==> src/dsocr_pkg.sv <==
// Package: offsets, fields and reset values of the shared output configuration registers
package dsocr_pkg;
  // ------------------------------------------------------------
  // Register offsets
  // ------------------------------------------------------------
  localparam logic [7:0] INT_CTL_OFS       = 8'h23;
  localparam logic [7:0] INT_STS_OFS       = 8'h24;
  localparam logic [7:0] FRAME_TRIG_OFS    = 8'h25;
  localparam logic [7:0] RSVD_A_LO_OFS     = 8'h26;
  localparam logic [7:0] RSVD_A_HI_OFS     = 8'h3a;
  localparam logic [7:0] OUT_CLK_EDGE_OFS  = 8'h3b;
  localparam logic [7:0] CLK_LOW_THR_OFS   = 8'h3c;
  localparam logic [7:0] SPREAD_CTRL_OFS   = 8'h3e;
  localparam logic [7:0] RSVD_B_LO_OFS     = 8'h44;
  localparam logic [7:0] RSVD_B_HI_OFS     = 8'h4b;
  localparam logic [7:0] PORT_STS_FIRST_OFS  = 8'h4d;
  localparam logic [7:0] PORT_STS_SECOND_OFS = 8'h4e;
  // ------------------------------------------------------------
  // Field positions
  // ------------------------------------------------------------
  localparam int PORT_ZERO_BIT   = 0;
  localparam int PORT_ONE_BIT    = 1;
  localparam int GLOBAL_IRQ_BIT  = 7;
  localparam int TRIG_EDGE_BIT   = 6;
  localparam int CLK_EDGE_BIT    = 0;
  localparam int SPREAD_ON_BIT   = 4;
  localparam int SPREAD_RATE_BIT = 0;
  localparam int LOW_LIMIT_W     = 5;
  // ------------------------------------------------------------
  // Reset values and spread profile
  // ------------------------------------------------------------
  localparam logic                   CLK_EDGE_RST  = 1'b1;
  localparam logic [LOW_LIMIT_W-1:0] LOW_LIMIT_RST = 5'h14;
  localparam int                     SPREAD_DIV    = 3168;
  localparam int                     SPREAD_DEV_PCT = 1;

  typedef struct packed {
    logic                   frame_trigger_edge_sel;
    logic                   output_clock_edge_sel;
    logic [LOW_LIMIT_W-1:0] recovered_clock_low_limit;
    logic                   spread_modulation_on;
    logic                   spread_modulation_rate;
    logic                   spread_profile_valid;
    logic                   port_zero_irq_enable;
    logic                   port_one_irq_enable;
    logic                   global_irq_enable;
  } dsocr_cfg_type;
endpackage

==> src/dsocr_regs.sv <==
// Shared output configuration and per-port interrupt status register bank
//
// Behaviour
// - Port-one flag sets on port-one event, clears on reading its status registers.
// - Port-zero flag sets on port-zero event, clears on reading its status registers.
// - Bit 6 selects frame trigger edge: zero rising, one falling.
// - Output clock edge bit default one: drive falling; zero: drive rising.
// - Bits 4:0, reset 0x14, hold recovered-clock low limit in MHz.
// - Spread control bit 4 enables modulation; resets disabled.
// - Rate zero reserved; rate one modulates at pixel clock/3168, +/-1%.
// - Global status bit set when any port flag and its enable both set.
//
// Implementation choice: the strobed register port.
module dsocr_regs
  import dsocr_pkg::*;
#(
  parameter int ADDR_W = 8, // Register address width
  parameter int DATA_W = 8  // Register data width
)
(
  input  wire logic              MCLK,          // Core clock, 100 MHz
  input  wire logic              SYS_RST,       // Async reset, active high
  input  wire logic [ADDR_W-1:0] ADDR,          // Register address
  input  wire logic [DATA_W-1:0] WDATA,         // Write data
  input  wire logic              WR,            // Write strobe
  input  wire logic              RD,            // Read strobe
  output logic      [DATA_W-1:0] RDATA,         // Read data, cycle after RD
  input  wire logic              PORT0_EVENT,   // Port zero interrupt event pulse
  input  wire logic              PORT1_EVENT,   // Port one interrupt event pulse
  input  wire logic              STS_READ_PORT, // Port whose status registers RD selects
  output dsocr_cfg_type          CFG,           // Configuration to core logic
  output logic                   GLOBAL_IRQ     // Global status, enable-gated
);

  // ------------------------------------------------------------
  // State and next values
  // ------------------------------------------------------------
  logic                   port_zero_irq_flag_q;
  logic                   port_zero_irq_flag_d;
  logic                   port_one_irq_flag_q;
  logic                   port_one_irq_flag_d;

  logic                   trig_edge_q;
  logic                   clk_edge_q;
  logic [LOW_LIMIT_W-1:0] low_limit_q;
  logic                   spread_on_q;
  logic                   spread_rate_q;
  logic [1:0]             ie_q;
  logic                   gie_q;

  logic [DATA_W-1:0]      rdata_q;
  logic [7:0]             rdata_d;

  // ------------------------------------------------------------
  // Decoded strobes and register images
  // ------------------------------------------------------------
  logic                   wr_int_ctl;
  logic                   wr_frame_trig;
  logic                   wr_clk_edge;
  logic                   wr_low_limit;
  logic                   wr_spread;
  logic                   sts_rd;
  logic                   sts_rd_port0;
  logic                   sts_rd_port1;
  logic                   rsvd_hit;
  logic                   irq0_pending;
  logic                   irq1_pending;
  logic                   global_sts;
  logic                   spread_profile_ok;
  logic [7:0]             img_int_ctl;
  logic [7:0]             img_int_sts;
  logic [7:0]             img_frame_trig;
  logic [7:0]             img_clk_edge;
  logic [7:0]             img_low_limit;
  logic [7:0]             img_spread;

  // ------------------------------------------------------------
  // Elaboration checks
  // ------------------------------------------------------------
  // Offsets and field positions are fixed at eight bits
  if (ADDR_W != 8) begin : g_bad_addr_w
    $error("dsocr_regs needs an eight-bit address");
  end

  if (DATA_W != 8) begin : g_bad_data_w
    $error("dsocr_regs needs eight-bit data");
  end

  if (LOW_LIMIT_W > 8) begin : g_bad_limit_w
    $error("dsocr_regs low limit must fit one byte");
  end

  if (GLOBAL_IRQ_BIT > 7 || TRIG_EDGE_BIT > 7 || SPREAD_ON_BIT > 7) begin : g_bad_bit
    $error("dsocr_regs field position outside the byte");
  end

  // ------------------------------------------------------------
  // Helpers
  // ------------------------------------------------------------
  function automatic logic hit(input logic [7:0] a, input logic [7:0] o);
    return a == o;
  endfunction

  function automatic logic in_range(input logic [7:0] a, input logic [7:0] lo,
                                    input logic [7:0] hi);
    return (a >= lo) && (a <= hi);
  endfunction

  // One register image bit; reserved positions stay zero
  function automatic logic [7:0] put_bit(input int pos, input logic v);
    logic [7:0] r;
    r      = 8'h00;
    r[pos] = v;
    return r;
  endfunction

  // ------------------------------------------------------------
  // Address decode
  // ------------------------------------------------------------
  assign wr_int_ctl    = WR && hit(ADDR, INT_CTL_OFS);
  assign wr_frame_trig = WR && hit(ADDR, FRAME_TRIG_OFS);
  assign wr_clk_edge   = WR && hit(ADDR, OUT_CLK_EDGE_OFS);
  assign wr_low_limit  = WR && hit(ADDR, CLK_LOW_THR_OFS);
  assign wr_spread     = WR && hit(ADDR, SPREAD_CTRL_OFS);

  // Either status register read clears; the select picks the port
  assign sts_rd       = RD && (hit(ADDR, PORT_STS_FIRST_OFS) || hit(ADDR, PORT_STS_SECOND_OFS));
  assign sts_rd_port0 = sts_rd && !STS_READ_PORT;
  assign sts_rd_port1 = sts_rd && STS_READ_PORT;

  // Reserved ranges answer zero and hold no storage
  assign rsvd_hit = in_range(ADDR, RSVD_A_LO_OFS, RSVD_A_HI_OFS) ||
                    in_range(ADDR, RSVD_B_LO_OFS, RSVD_B_HI_OFS);

  // ------------------------------------------------------------
  // Interrupt status
  // ------------------------------------------------------------
  // Set wins over the clearing read so an event is never lost
  always_comb begin
    port_zero_irq_flag_d = port_zero_irq_flag_q;
    if (PORT0_EVENT) begin
      port_zero_irq_flag_d = 1'b1;
    end else if (sts_rd_port0) begin
      port_zero_irq_flag_d = 1'b0;
    end
  end

  always_comb begin
    port_one_irq_flag_d = port_one_irq_flag_q;
    if (PORT1_EVENT) begin
      port_one_irq_flag_d = 1'b1;
    end else if (sts_rd_port1) begin
      port_one_irq_flag_d = 1'b0;
    end
  end

  always_ff @(posedge MCLK or posedge SYS_RST) begin
    if (SYS_RST) begin
      port_zero_irq_flag_q <= 1'b0;
    end else begin
      port_zero_irq_flag_q <= port_zero_irq_flag_d;
    end
  end

  always_ff @(posedge MCLK or posedge SYS_RST) begin
    if (SYS_RST) begin
      port_one_irq_flag_q <= 1'b0;
    end else begin
      port_one_irq_flag_q <= port_one_irq_flag_d;
    end
  end

  // Independent of the global enable
  assign irq0_pending = port_zero_irq_flag_q && ie_q[0];
  assign irq1_pending = port_one_irq_flag_q && ie_q[1];
  assign global_sts   = irq0_pending || irq1_pending;
  assign GLOBAL_IRQ   = global_sts;

  // ------------------------------------------------------------
  // Writable configuration
  // ------------------------------------------------------------
  // Enables live here so the status image can gate on them
  always_ff @(posedge MCLK or posedge SYS_RST) begin
    if (SYS_RST) begin
      ie_q  <= 2'b00;
      gie_q <= 1'b0;
    end else if (wr_int_ctl) begin
      ie_q  <= {WDATA[PORT_ONE_BIT], WDATA[PORT_ZERO_BIT]};
      gie_q <= WDATA[GLOBAL_IRQ_BIT];
    end
  end

  always_ff @(posedge MCLK or posedge SYS_RST) begin
    if (SYS_RST) begin
      trig_edge_q <= 1'b0;
    end else if (wr_frame_trig) begin
      trig_edge_q <= WDATA[TRIG_EDGE_BIT];
    end
  end

  // Default one drives data on the falling pixel clock edge
  always_ff @(posedge MCLK or posedge SYS_RST) begin
    if (SYS_RST) begin
      clk_edge_q <= CLK_EDGE_RST;
    end else if (wr_clk_edge) begin
      clk_edge_q <= WDATA[CLK_EDGE_BIT];
    end
  end

  // Threshold in MHz for the too-slow clock detector
  always_ff @(posedge MCLK or posedge SYS_RST) begin
    if (SYS_RST) begin
      low_limit_q <= LOW_LIMIT_RST;
    end else if (wr_low_limit) begin
      low_limit_q <= WDATA[LOW_LIMIT_W-1:0];
    end
  end

  // Rate and enable take a single write as given; ordering is software's job
  always_ff @(posedge MCLK or posedge SYS_RST) begin
    if (SYS_RST) begin
      spread_on_q   <= 1'b0;
      spread_rate_q <= 1'b0;
    end else if (wr_spread) begin
      spread_on_q   <= WDATA[SPREAD_ON_BIT];
      spread_rate_q <= WDATA[SPREAD_RATE_BIT];
    end
  end

  // ------------------------------------------------------------
  // Spread profile
  // ------------------------------------------------------------
  // Reserved rate zero never yields a profile; the divider itself
  // lives in the clock generator, which only sees this qualifier
  assign spread_profile_ok = spread_on_q && spread_rate_q;

  // ------------------------------------------------------------
  // Outputs to core
  // ------------------------------------------------------------
  always_comb begin
    CFG                           = '0;
    CFG.frame_trigger_edge_sel    = trig_edge_q;
    CFG.output_clock_edge_sel     = clk_edge_q;
    CFG.recovered_clock_low_limit = low_limit_q;
    CFG.spread_modulation_on      = spread_on_q;
    CFG.spread_modulation_rate    = spread_rate_q;
    CFG.spread_profile_valid      = spread_profile_ok;
    CFG.port_zero_irq_enable      = ie_q[0];
    CFG.port_one_irq_enable       = ie_q[1];
    CFG.global_irq_enable         = gie_q;
  end

  // ------------------------------------------------------------
  // Register images
  // ------------------------------------------------------------
  // Reserved bits of every image stay zero
  always_comb begin
    img_int_ctl    = put_bit(GLOBAL_IRQ_BIT, gie_q) |
                     put_bit(PORT_ONE_BIT, ie_q[1]) |
                     put_bit(PORT_ZERO_BIT, ie_q[0]);
    img_int_sts    = put_bit(GLOBAL_IRQ_BIT, global_sts) |
                     put_bit(PORT_ONE_BIT, port_one_irq_flag_q) |
                     put_bit(PORT_ZERO_BIT, port_zero_irq_flag_q);
    img_frame_trig = put_bit(TRIG_EDGE_BIT, trig_edge_q);
    img_clk_edge   = put_bit(CLK_EDGE_BIT, clk_edge_q);
    img_low_limit  = {{(8-LOW_LIMIT_W){1'b0}}, low_limit_q};
    img_spread     = put_bit(SPREAD_ON_BIT, spread_on_q) |
                     put_bit(SPREAD_RATE_BIT, spread_rate_q);
  end

  // ------------------------------------------------------------
  // Read path
  // ------------------------------------------------------------
  always_comb begin
    rdata_d = 8'h00;
    if (!rsvd_hit) begin
      unique case (ADDR)
        INT_CTL_OFS:      rdata_d = img_int_ctl;
        INT_STS_OFS:      rdata_d = img_int_sts;
        FRAME_TRIG_OFS:   rdata_d = img_frame_trig;
        OUT_CLK_EDGE_OFS: rdata_d = img_clk_edge;
        CLK_LOW_THR_OFS:  rdata_d = img_low_limit;
        SPREAD_CTRL_OFS:  rdata_d = img_spread;
        default:          rdata_d = 8'h00;
      endcase
    end
  end

  // Zero outside the answering cycle keeps stale data off the bus
  always_ff @(posedge MCLK or posedge SYS_RST) begin
    if (SYS_RST) begin
      rdata_q <= '0;
    end else if (RD) begin
      rdata_q <= rdata_d;
    end else begin
      rdata_q <= '0;
    end
  end

  assign RDATA = rdata_q;
endmodule

==> config.mk <==
export PLATFORM = sky130hd
export DESIGN_NAME = dsocr_regs
export DESIGN_NICKNAME = d
export VERILOG_FILES = /design/src/dsocr_pkg.sv /design/src/dsocr_regs.sv
export SDC_FILE = /design/constraint.sdc
export NUM_CORES = 1
export LEC_CHECK = 0
export BUFFER_PORTS_ARGS = -buffer_cell sky130_fd_sc_hd__buf_2
export CORE_UTILIZATION = 30
export CTS_CLUSTER_DIAMETER = 120
export DETAILED_ROUTE_END_ITERATION = 8
export PLACE_DENSITY_LB_ADDON = 0.3
export SLEW_MARGIN = 20
export SYNTH_ARGS = -nofsm -noshare
export SYNTH_HDL_FRONTEND = slang
export SYNTH_SLANG_ARGS = --single-unit
==> constraint.sdc <==
create_clock -name MCLK -period 1.8 [get_ports MCLK]
set_input_delay 0.27 -clock MCLK [delete_from_list [all_inputs] [get_ports MCLK]]
set_output_delay 0.27 -clock MCLK [all_outputs]
set_load 0.03 [all_outputs]
* Word-level counts from Yosys, hierarchy flattened
Cells that the tools add are included.
** Storage, ports and cells
- Bits in registers :: 22
- Input port bits :: 23
- Output and inout bits :: 22
- Logic and storage cells :: 53
** Operators by class
- $lt $le $gt $ge :: 4
- Equality and inequality tests :: 8
- Multiplexer cells :: 7
- Bitwise operators :: 5
- Reductions and logical operators :: 19
** Operator list (count)
- $eq A8 B6 Y1 const B :: 6
- $pmux W8 S6 :: 1
- $eq A8 B7 Y1 const B :: 2
- $mux W8 :: 2
- $or A8 B1 Y8 :: 2
- $or A8 B2 Y8 :: 2
- $logic_and A1 B1 Y1 :: 13
- $ge A8 B6 Y1 const B :: 1
- $ge A8 B7 Y1 const B :: 1
- $le A8 B6 Y1 const B :: 1
- $le A8 B7 Y1 const B :: 1
- $or A5 B1 Y5 :: 1
- $mux W1 :: 4
- $reduce_bool A2 Y1 :: 2
- $logic_or A1 B1 Y1 :: 3
- $logic_not A1 Y1 :: 1

* Longest topological paths before layout
Gate-level depths: netlist of the first run.
- Word-level depth :: 7
- Mapped depth :: 5
- Mapped depth without buffers :: 3

* Least setup slack after synthesis of the first run
Ideal clock, no wire load.
- Kind :: input to register
- From :: in ADDR[4]
- To :: reg rdata_q[0] (netlist: RDATA[0])
- Setup time :: 0.094 ns
- Arrival time :: 1.442 ns
- Required time :: 1.706 ns
- Path slack :: 0.265 ns
- Stages on the path :: 4
- Path buffers :: 1
- Cells stage by stage :: buf_6 > or4b_1 > a311o_1 > a221oi_2
** On the way
- Cells in the longest elaborated chain, start to end :: 5
- Elaborated cells on any way between the ends :: 16
- Classes of those cells :: order compare: 4; eq/ne: 6; mux: 3; reduce/logical: 3
** Ends and longest elaborated chain
- start, declared :: RTL line dsocr_regs.sv:23 : input wire logic [ADDR_W-1:0] ADDR,
- $ge A8 B6 Y1 (tied with other cells) :: RTL line dsocr_regs.sv:106 : return (a >= lo) && (a <= hi);
- $logic_and A1 B1 Y1 :: RTL line dsocr_regs.sv:106
- $logic_or A1 B1 Y1 :: RTL line dsocr_regs.sv:132 : assign rsvd_hit = in_range(ADDR, RSVD_A_LO_OFS, RSVD_A_HI_OFS) ||
- $mux W8 (*) :: RTL line dsocr_regs.sv:276 : if (!rsvd_hit) begin
- $mux W8 (*) :: RTL line dsocr_regs.sv:293 : end else if (RD) begin
- end signal, assigned :: RTL line dsocr_regs.sv:294 : rdata_q <= rdata_d;
- end, declared :: RTL line dsocr_regs.sv:51 : logic [DATA_W-1:0] rdata_q;
Mark *: on every way between the ends. The rest lies on a longest branch, timed or not.
A chain may end at the register's enable or synchronous reset.

* Worst setup path in the final report of the first run
- From :: reg port_zero_irq_flag_q
- To :: reg rdata_q[0] (netlist: RDATA[0])
** On the way
- Cells in the longest elaborated chain, start to end :: 4
** Ends and longest elaborated chain
- start, declared :: RTL line dsocr_regs.sv:38 : logic port_zero_irq_flag_q;
- start signal, assigned :: RTL line dsocr_regs.sv:161 : port_zero_irq_flag_q <= port_zero_irq_flag_d;
- $or A8 B1 Y8 :: RTL line dsocr_regs.sv:262 : put_bit(PORT_ONE_BIT, port_one_irq_flag_q) |
- $pmux W8 S6 :: RTL line dsocr_regs.sv:277 : unique case (ADDR)
- $mux W8 :: RTL line dsocr_regs.sv:276
- $mux W8 :: RTL line dsocr_regs.sv:293
Every way passes these cells.

==> metrics.cfg, run 1 <==
[power]
vdd_drop_max_v = 0.000334
power_mw = 0.945
p_leak_nw = 0.699
seq_power_share_pct = 52.7
intPower_mw = 0.694
p_sw_share_pct = 26.5
p_comb_share_pct = 15.4
power_density_mw_per_mm2 = 687
power_switching_mw = 0.251
clockPowerShare_pct = 32.0

[worst_setup_path]
crit_slowest_cell = or4b_1
critPathKind = reg -> reg
start_kind = register
crit_arrival_ns = 1.70
cpPeakStageDelay_ns = 0.45
critical_path.cell_chain = or4b_1 -> a311o_1 -> a221oi_2
cp.required_ns = 1.97
cp_max_fo = 3
crit_path_end_kind = register

[logic_synthesis]
synth_top_family_by_area = simple AND/OR/NAND/NOR gates
synth_ff_type = dfrtp_1
yosysTopAreaCell = dfrtp_1
synthCells = 99
yosysMostFrequentCell = dfrtp_1
synth_compound_area_share_pct = 9.25
ys_seq_area_share_pct = 46.6
synth_area_sq_mm = 0.00114
avgSynthCellArea_sq_um = 11.5
synthAdderAreaFrac_pct = 0
ys_ff_latch = 21
synthArstFlopShare_pct = 100
yosys-top-cells-count = 18 x dfrtp_1, 12 x mux2_2, 8 x buf_4, 7 x nand4_1, 4 x nor3b_1
synth_warnings = 0
synth_edf_count = 0
synthMuxAreaShare_pct = 12.8
synthXorXnorAreaFrac_pct = 0.771
synth_top_cells_by_area = dfrtp_1 40%, mux2_2 12%, dfstp_2 6.9%
synth_top_area_share_pct = 39.6
synth-simple-area-share_pct = 21.8
ys_types = 38
synthesis.nets = 122

[sta]
setup_slack_ns = 0.263
finalCritPeriodShare_pct = 85.4
tns_ns = 0
layout_min_cycle_time_ns = 1.54
rsz0062_at_grt = false
setup_violations = 0
finClkSkew_ns = 0.00243
hold_viol = 0
final_max_slew_viol_count = 0
max_freq_mhz = 651

[run_status]
status = finished, final reports clean

[placement]
post-dp-hpwl_microns = 1930
post-place-ws_ns = 0.0959
io_buffers = 42
routabilityCongestion = 0.861
dpl_cell_area_sq_mm = 0.00133

[grt]
grt_pass1_wl_microns = 4050
grt-ovfl-total = 0
grt_start_max_net_pins = 22
antenna_found_initial = 0
grt_usage_pct = 12.6
grt_pass1_vias = 880

[cells_and_area]
stdcell_area_sq_mm = 0.00138
n_antenna_cell = 0
nets = 158
syn_to_final_growth_pct = 21.1
fillers = 364
drive_gt1_share_pct = 50.0

[cts]
cts-resized-gates = 0
clock-sinks = 21
htree_num_levels = 1
clk_latency_ns = 0.25
numCtsBuffers = 3
cts_buffer_depth = 2
cts-hold-fix-buffers = 0
cts_tree = built
cts_root_buf = clkbuf_8
path_clk_slew_ns = 0.08
postCtsSetupBuffers = 0

[routing]
dr_wl_met3_microns = 126
drt_iter0_drc = 12
antenna_left = 0
vias_per_cell = 5.00
wire_per_inst_microns = 13.3
drt_first_pass_iters = 4
met1_length_microns = 1090
routed.top_layer = met4
routed_wirelength_microns = 2400
drc = 0
wl_met2_microns = 1160
num_vias = 900

[flow_run]
drv_cap = 0

[floorplan]
rows = 21
die_w_microns = 63.5
io_pins = 45
initial_core_util_pct = 32.8
die-area_sq_mm = 0.00404
coreArea_sq_mm = 0.00347
fp.dieH_microns = 63.5

[min_path]
hold_path.class = in -> async

[layout make-up]
cell class | count | area [sq um] | share of cell area, %
Clock buffer | 3 | 41.3 | 3.00
Inverter | 2 | 7.51 | 0.545
Timing Repair Buffer | 44 | 225 | 16.4
Tap cell | 46 | 57.6 | 4.18
Multi-Input combinational cell | 63 | 510 | 37.1
Clock inverter | 1 | 5.00 | 0.364
Sequential cell | 21 | 529 | 38.5
[power groups by stage]
stage / clock network [mW] / registers, mW / logic [mW]
after floorplan: 0 / 0.520 / 0.0886
after global placement: 0 / 0.506 / 0.144
after detailed placement: 0 / 0.507 / 0.147
after CTS: 0.307 / 0.498 / 0.147
after global routing: 0.334 / 0.500 / 0.158
final: 0.302 / 0.498 / 0.145
[cells by family (layout without fill, tap and decap cells)]
logic type,Yosys count,in the layout
and+or+nand+nor,35,35
DFF,21,21
buffers and inverters,15,50
AOI/OAI and AO/OA,13,13
muxes,13,13
other,1,1
xor gates and xnor gates,1,1
[flip-flops by register name, summed over array words and instances (netlist names)]
signal	cells
spread_rate_q	1
clk_edge_q	1
gie_q	1
port_zero_irq_flag_q	1
RDATA	7
low_limit_q	5
port_one_irq_flag_q	1
ie_q	2
trig_edge_q	1
spread_on_q	1
[metrics by stage]
stage | instances | util, % | hold slack, ns
floorplan | 99 | - | 0.244
global placement | 176 | 38.3 | 0.302
detailed placement | 176 | 38.3 | 0.309
CTS | 180 | 39.7 | 0.0314
global route | 180 | 39.7 | 0.0470
finish | 180 | 39.7 | 0.0216
[critical path, delay by kind of cell, from the launching register on]
| kind | cells | cell delay [ns] |
|---|---|---|
| flip-flops | 1 | 0.38 |
| AO/OA/AOI/OAI | 2 | 0.62 |
| AND/OR/NAND/NOR | 1 | 0.45 |
[layer usage]
metal	track usage, %	vias to the layer above
met5	0	-
met4	4.26	0
met3	2.36	4
met2	20.9	28
met1	16.4	433
li1	-	435
[path summary, 6_finish.rpt]
kind / start / endpoint / slack (ns) / cells past startpoint
hold reg to reg: port_one_irq_flag_q / port_one_irq_flag_q / 0.51 / 1
setup reg to reg: port_zero_irq_flag_q / RDATA[0] / 0.26 / 3
max in group asynchronous: SYS_RST / clk_edge_q / 1.51 / 3
min in group MCLK: PORT1_EVENT / port_one_irq_flag_q / 0.19 / 2
setup / recovery: port_zero_irq_flag_q / RDATA[0] / 0.26 / 3
hold / removal: SYS_RST / RDATA[2] / 0.02 / 3
[layout by cell type, fill, tap and decap left out, types with 3 or more instances in the layout]
cell,count
nand4_1,7
and3_1,3
and3b_1,3
buf_2,42
dfstp_2,3
mux2_2,12
o21ai_0,3
dfrtp_1,18
clkbuf_8,3
nor3b_1,4
nand2_1,3
Power figures use the tool's default switching activity.
==> run 2, diff against run 1 <==
- ABC_AREA: default -> 1
==> run 2 against run 1 <==
Sequential cell count is the same. Final area grew 2.5%. Routed wire length grew 2.7%. Clock skew shrank 0.00063 ns. Global-route usage grew 1.0 points. Largest power group unchanged. Largest cell class unchanged.
==> metrics.cfg, run 2 <==
[run_status]
status = finished, final reports clean

[floorplan]
fp.dieH_microns = 63.8  ; +0.47%
rows = 22  ; +4.8%
die_w_microns = 63.8  ; +0.47%
initial_core_util_pct = 31.3  ; -1.4 points
coreArea_sq_mm = 0.00366  ; +5.6%
io_pins = 45  ; unchanged
die-area_sq_mm = 0.00408  ; +0.95%

[sta]
max_freq_mhz = 786  ; +21%
final_max_slew_viol_count = 0  ; unchanged
hold_viol = 0  ; unchanged
setup_slack_ns = 0.529  ; +0.265 ns
rsz0062_at_grt = false
setup_violations = 0  ; unchanged
tns_ns = 0  ; unchanged
holdWs_ns = 0.0265  ; +0.00488 ns
layout_min_cycle_time_ns = 1.27  ; -0.265 ns
finalCritPeriodShare_pct = 70.6  ; -15 points
finClkSkew_ns = 0.00180  ; -0.000630 ns

[cts]
postCtsSetupBuffers = 0  ; unchanged
cts-hold-fix-buffers = 0  ; unchanged
numCtsBuffers = 3  ; unchanged
htree_num_levels = 1  ; unchanged
cts-resized-gates = 0  ; unchanged
clk_latency_ns = 0.26  ; about the same
path_clk_slew_ns = 0.08  ; about the same
cts_root_buf = clkbuf_8
clock-sinks = 21  ; unchanged
cts_buffer_depth = 2  ; unchanged
cts_tree = built

[logic_synthesis]
synthArstFlopShare_pct = 100  ; unchanged
synth_area_sq_mm = 0.00115  ; +0.99%
synth_top_cells_by_area = dfrtp_1 39%, nand2_1 14%, nand3_1 7.9%
ys_types = 23  ; -39%
avgSynthCellArea_sq_um = 7.81  ; -32%
synthesis.nets = 170  ; +39%
ys_seq_area_share_pct = 46.1  ; -0.46 points
synth_warnings = 0  ; unchanged
synthCells = 147  ; +48%
synth_edf_count = 0  ; unchanged
synth_top_area_share_pct = 39.3  ; -0.39 points
ys_ff_latch = 21  ; unchanged
yosysTopAreaCell = dfrtp_1
synth_ff_type = dfrtp_1
yosys-top-cells-count = 43 x nand2_1, 19 x inv_1, 18 x dfrtp_1, 18 x nand3_1, 8 x buf_4
yosysMostFrequentCell = nand2_1

[grt]
grt-ovfl-total = 0  ; unchanged
grt_start_max_net_pins = 22  ; unchanged
grt_usage_pct = 13.6  ; +1.0 points
grt_pass1_wl_microns = 4280  ; +5.8%
grt_pass1_vias = 965  ; +9.7%
antenna_found_initial = 0  ; unchanged

[worst_setup_path]
crit_top_cell = nand2_1
crit_arrival_ns = 1.00  ; -0.70 ns
cpPeakStageDelay_ns = 0.40  ; -0.05 ns
critPathTopFamily = flip-flops
critPathKind = reg -> out
cp.required_ns = 1.53  ; -0.44 ns
start_kind = register
critPathBufInv = 1  ; +1
crit_path_end_kind = output port
cp_max_fo = 4  ; +1
critical_path.cell_chain = nand2_1 -> nand2_1 -> buf_2
crit_slowest_cell = dfrtp_1

[cells_and_area]
layout_commonest_cell = nand2_1
layout_common_cells = 43 x nand2_1, 42 x buf_2, 19 x inv_1
largest_register_ffs = 7  ; unchanged
fillers = 387  ; +6.3%
syn_to_final_growth_pct = 23.0
drive_gt1_share_pct = 34.4  ; -16 points
nets = 210  ; +33%
final_util_pct = 38.6  ; -1.1 points
n_antenna_cell = 0  ; unchanged
stdcell_area_sq_mm = 0.00141  ; +2.5%

[flow_run]
drv_cap = 0  ; unchanged

[routing]
vias_per_cell = 4.39  ; -12%
drc = 0  ; unchanged
drt_iter0_drc = 32  ; +20
antenna_left = 0  ; unchanged
routed_wirelength_microns = 2460  ; +2.7%
drt_first_pass_iters = 4  ; unchanged
wire_per_inst_microns = 10.5  ; -21%
num_vias = 1027  ; +14%

[power]
vdd_drop_max_v = 0.000288  ; -14%
power_density_mw_per_mm2 = 675  ; -1.7%
p_leak_nw = 0.805  ; +15%

[min_path]
hold_path.class = in -> async

[placement]
io_buffers = 42  ; unchanged
post-place-ws_ns = 0.513  ; +0.417 ns
post-dp-hpwl_microns = 2020  ; +4.6%
routabilityCongestion = 0.797  ; -7.5%
dpl_cell_area_sq_mm = 0.00137  ; +2.6%

[run 2: cell type report]
| class | count | area (sq um) | area share [%] |
|---|---|---|---|
| repair buffers | 43 | 218 | 15.4 |
| flip-flops and latches | 21 | 529 | 37.5 |
| inverters | 20 | 76.3 | 5.41 |
| well taps | 48 | 60.1 | 4.26 |
| clock inverters | 1 | 5.00 | 0.355 |
| clock buffers | 3 | 41.3 | 2.93 |
| multi-input cells | 98 | 482 | 34.1 |
[run 2: report_power, final]
part	total (mW)	internal [mW]	switching (mW)
Combinational	0.145	0.0448	0.0999
Clock	0.308	0.154	0.154
Sequential	0.500	0.488	0.0121
[run 2: tightest hold or removal path, delay by kind of cell]
kind     cells  cell delay, ns
buf+inv      3            0.39
[run 2: path summary, 6_finish.rpt]
path / start / to / slack (ns) / cells after the start
hold / removal: SYS_RST / RDATA[6] / 0.03 / 3
setup reg to reg: clk_edge_q / RDATA[0] / 0.88 / 4
max in group asynchronous: SYS_RST / clk_edge_q / 1.50 / 3
min in group MCLK: PORT0_EVENT / port_zero_irq_flag_q / 0.19 / 3
setup / recovery: ie_q[1] / GLOBAL_IRQ / 0.53 / 3
hold reg to reg: low_limit_q[4] / low_limit_q[4] / 0.48 / 2
[run 2: metrics by stage]
| stage | std cells | power (mW) |
|---|---|---|
| finish | 234 | 0.952 |
| global route | 234 | 1.00 |
| CTS | 234 | 0.960 |
| detailed placement | 230 | 0.656 |
| global placement | 230 | 0.655 |
| floorplan | 147 | 0.609 |
[run 2: kinds of logic after synthesis]
family                 synth area share [%]
AOI/OAI and AO/OA                      7.31
buffers and inverters                  11.9
DFF                                    46.1
other                                 0.327
and+or+nand+nor                        34.4
[run 2: routing by layer]
layer,GRT usage [%],vias up,part of all wire (%)
li1,-,541,-
met1,17.8,453,48
met2,22.5,29,46
met3,2.68,4,5.4
met4,4.26,0,0.89
met5,0,-,0
==> run 3, diff against run 2 <==
- clock period: 1.8 -> 1.1 ns (I/O delays scaled with it)
==> run 3 against run 2 <==
The flow now finishes with violations (negative setup slack). Non-clock buffer count increased by 23. Sequential share of layout area decreased by 5.3 points. Routed wire length rose by 11%. Final cell count rose by 9.8%. Power is 71% higher. Hold slack better by 0.056 ns. Count of clock-buffer cells in the layout did not move. Sequential cell count unchanged. First-iteration DRC count decreased by 59%. Clock power increased by 65%. Sequential power grew 64%. Critical endpoint is now CFG[10].
==> metrics.cfg, run 3 (same netlist as run 2, synthesis figures left out) <==
[routing]
drt_iter0_drc = 13  ; -59%
antenna_left = 0  ; unchanged
drt_first_pass_iters = 4  ; unchanged
vias_per_cell = 4.45  ; +1.4%
drc = 0  ; unchanged
routed_wirelength_microns = 2740  ; +11%
num_vias = 1144  ; +11%
wire_per_inst_microns = 10.7  ; +1.3%

[min_path]
hold_path.class = in -> reg

[floorplan]
io_pins = 45  ; unchanged
coreArea_sq_mm = 0.00366  ; unchanged
fp.dieH_microns = 63.8  ; unchanged
initial_core_util_pct = 31.3  ; unchanged
die-area_sq_mm = 0.00408  ; unchanged
rows = 22  ; unchanged
die_w_microns = 63.8  ; unchanged

[power]
power_mw = 1.63  ; +71%
vdd_drop_max_v = 0.000550  ; +91%
p_leak_nw = 0.934  ; +16%
power_density_mw_per_mm2 = 988  ; +46%

[cells_and_area]
n_antenna_cell = 0  ; unchanged
fillers = 377  ; -2.6%
final_util_pct = 45.1  ; +6.6 points
finalNonFillerCells = 257  ; +9.8%
stdcell_area_sq_mm = 0.00165  ; +17%
layout_commonest_cell = nand2_1
nets = 233  ; +11%
largest_register_ffs = 7  ; unchanged
drive_gt1_share_pct = 45.0  ; +11 points
layout_common_cells = 40 x nand2_1, 37 x buf_2, 22 x buf_4
syn_to_final_growth_pct = 44.1

[grt]
grt_start_max_net_pins = 22  ; unchanged
grt_pass1_vias = 1061  ; +9.9%
grt_pass1_wl_microns = 4510  ; +5.3%
grt_usage_pct = 14.4  ; +0.77 points
met3_usage_pct = 2.14  ; -0.54 points
grt-busiest-layer = met2
grt-ovfl-total = 0  ; unchanged
groute.layer.met2.usage_pct = 23.8  ; +1.3 points
antenna_found_initial = 0  ; unchanged
grt_util_met1_pct = 19.0  ; +1.2 points

[run_status]
status = complete, but fails checks
violations = negative setup slack

[worst_setup_path]
critPathTopFamily = flip-flops
critical_path.cell_chain = buf_6
cp.required_ns = 0.94  ; -0.59 ns
crit_slowest_cell = dfstp_2
critPathKind = reg -> out
cpPeakStageDelay_ns = 0.56  ; +0.16 ns
cp_max_fo = 3  ; -1
critPathBufInv = 1  ; unchanged
crit_arrival_ns = 0.95  ; -0.05 ns
crit_path_end_kind = output port
start_kind = register

[sta]
finalCritPeriodShare_pct = 101
setup_violations = 4  ; +4
tns_ns = -0.0338  ; -0.0338 ns
max_freq_mhz = 899
setup_slack_ns = -0.0123  ; -0.541 ns
holdWs_ns = 0.0823  ; +0.0559 ns
hold_viol = 0  ; unchanged
layout_min_cycle_time_ns = 1.11
final_max_slew_viol_count = 0  ; unchanged
finClkSkew_ns = 0.00139  ; -0.000413 ns
rsz0062_at_grt = true

[placement]
routabilityCongestion = 0.797  ; about the same
io_buffers = 42  ; unchanged
post-place-ws_ns = -0.0197  ; -0.532 ns
place_inst = 244  ; +6.1%
post-dp-hpwl_microns = 2070  ; +2.6%
dpl_cell_area_sq_mm = 0.00149  ; +9.0%

[cts]
clk_latency_ns = 0.26  ; about the same
path_clk_slew_ns = 0.08  ; about the same
clock-sinks = 21  ; unchanged
cts_buffer_depth = 2  ; unchanged
cts_root_buf = clkbuf_8
cts_tree = built
htree_num_levels = 1  ; unchanged
numCtsBuffers = 3  ; unchanged

[flow_run]
drv_cap = 0  ; unchanged

==> run 3: cell count changes in the layout (fill, tap and decap cells not counted), sizes merged <==
cell,delta
buf,+22
dlygate4sd3,+1
==> run 3: metal layers <==
metal	routed length, microns	share of wire [%]
met5	0	0
met4	34	1.2
met3	134	4.9
met2	1220	45
met1	1350	49
==> run 3: final cells by class <==
cell class	count	area, sq um	share of cell area (%)
Tap cell	48	60.1	3.63
Clock inverter	1	5.00	0.303
Multi-Input combinational cell	98	502	30.4
Clock buffer	3	41.3	2.50
Timing Repair Buffer	66	437	26.4
Sequential cell	21	532	32.2
Inverter	20	76.3	4.62
==> run 3: power by group <==
group | internal, mW | leakage [nW] | switching (mW)
Combinational | 0.125 | 0.641 | 0.179
Clock | 0.252 | 0.0255 | 0.257
Sequential | 0.799 | 0.267 | 0.0196
Total | 1.18 | 0.934 | 0.456
==> run 3: repair_timing <==
item                                    4_1_cts  5_1_grt
hold endpoints to repair                     18        0
buffers inserted                              8        0
endpoints found under the setup margin        5        7
cloned                                        0        0
hold buffers                                  1        0
pin swaps                                     2        4
resized for setup                            11        4
==> run 3: final timing paths <==
path | from | endpoint | cells past startpoint | slack, ns
setup reg to reg | clk_edge_q | RDATA[0] | 5 | 0.08
min in group asynchronous | SYS_RST | RDATA[0] | 4 | 0.47
max in group asynchronous | SYS_RST | low_limit_q[4] | 4 | 0.36
hold / removal | PORT1_EVENT | port_one_irq_flag_q | 2 | 0.08
setup / recovery | low_limit_q[4] | CFG[10] | 1 | -0.01
hold reg to reg | low_limit_q[4] | low_limit_q[4] | 2 | 0.49
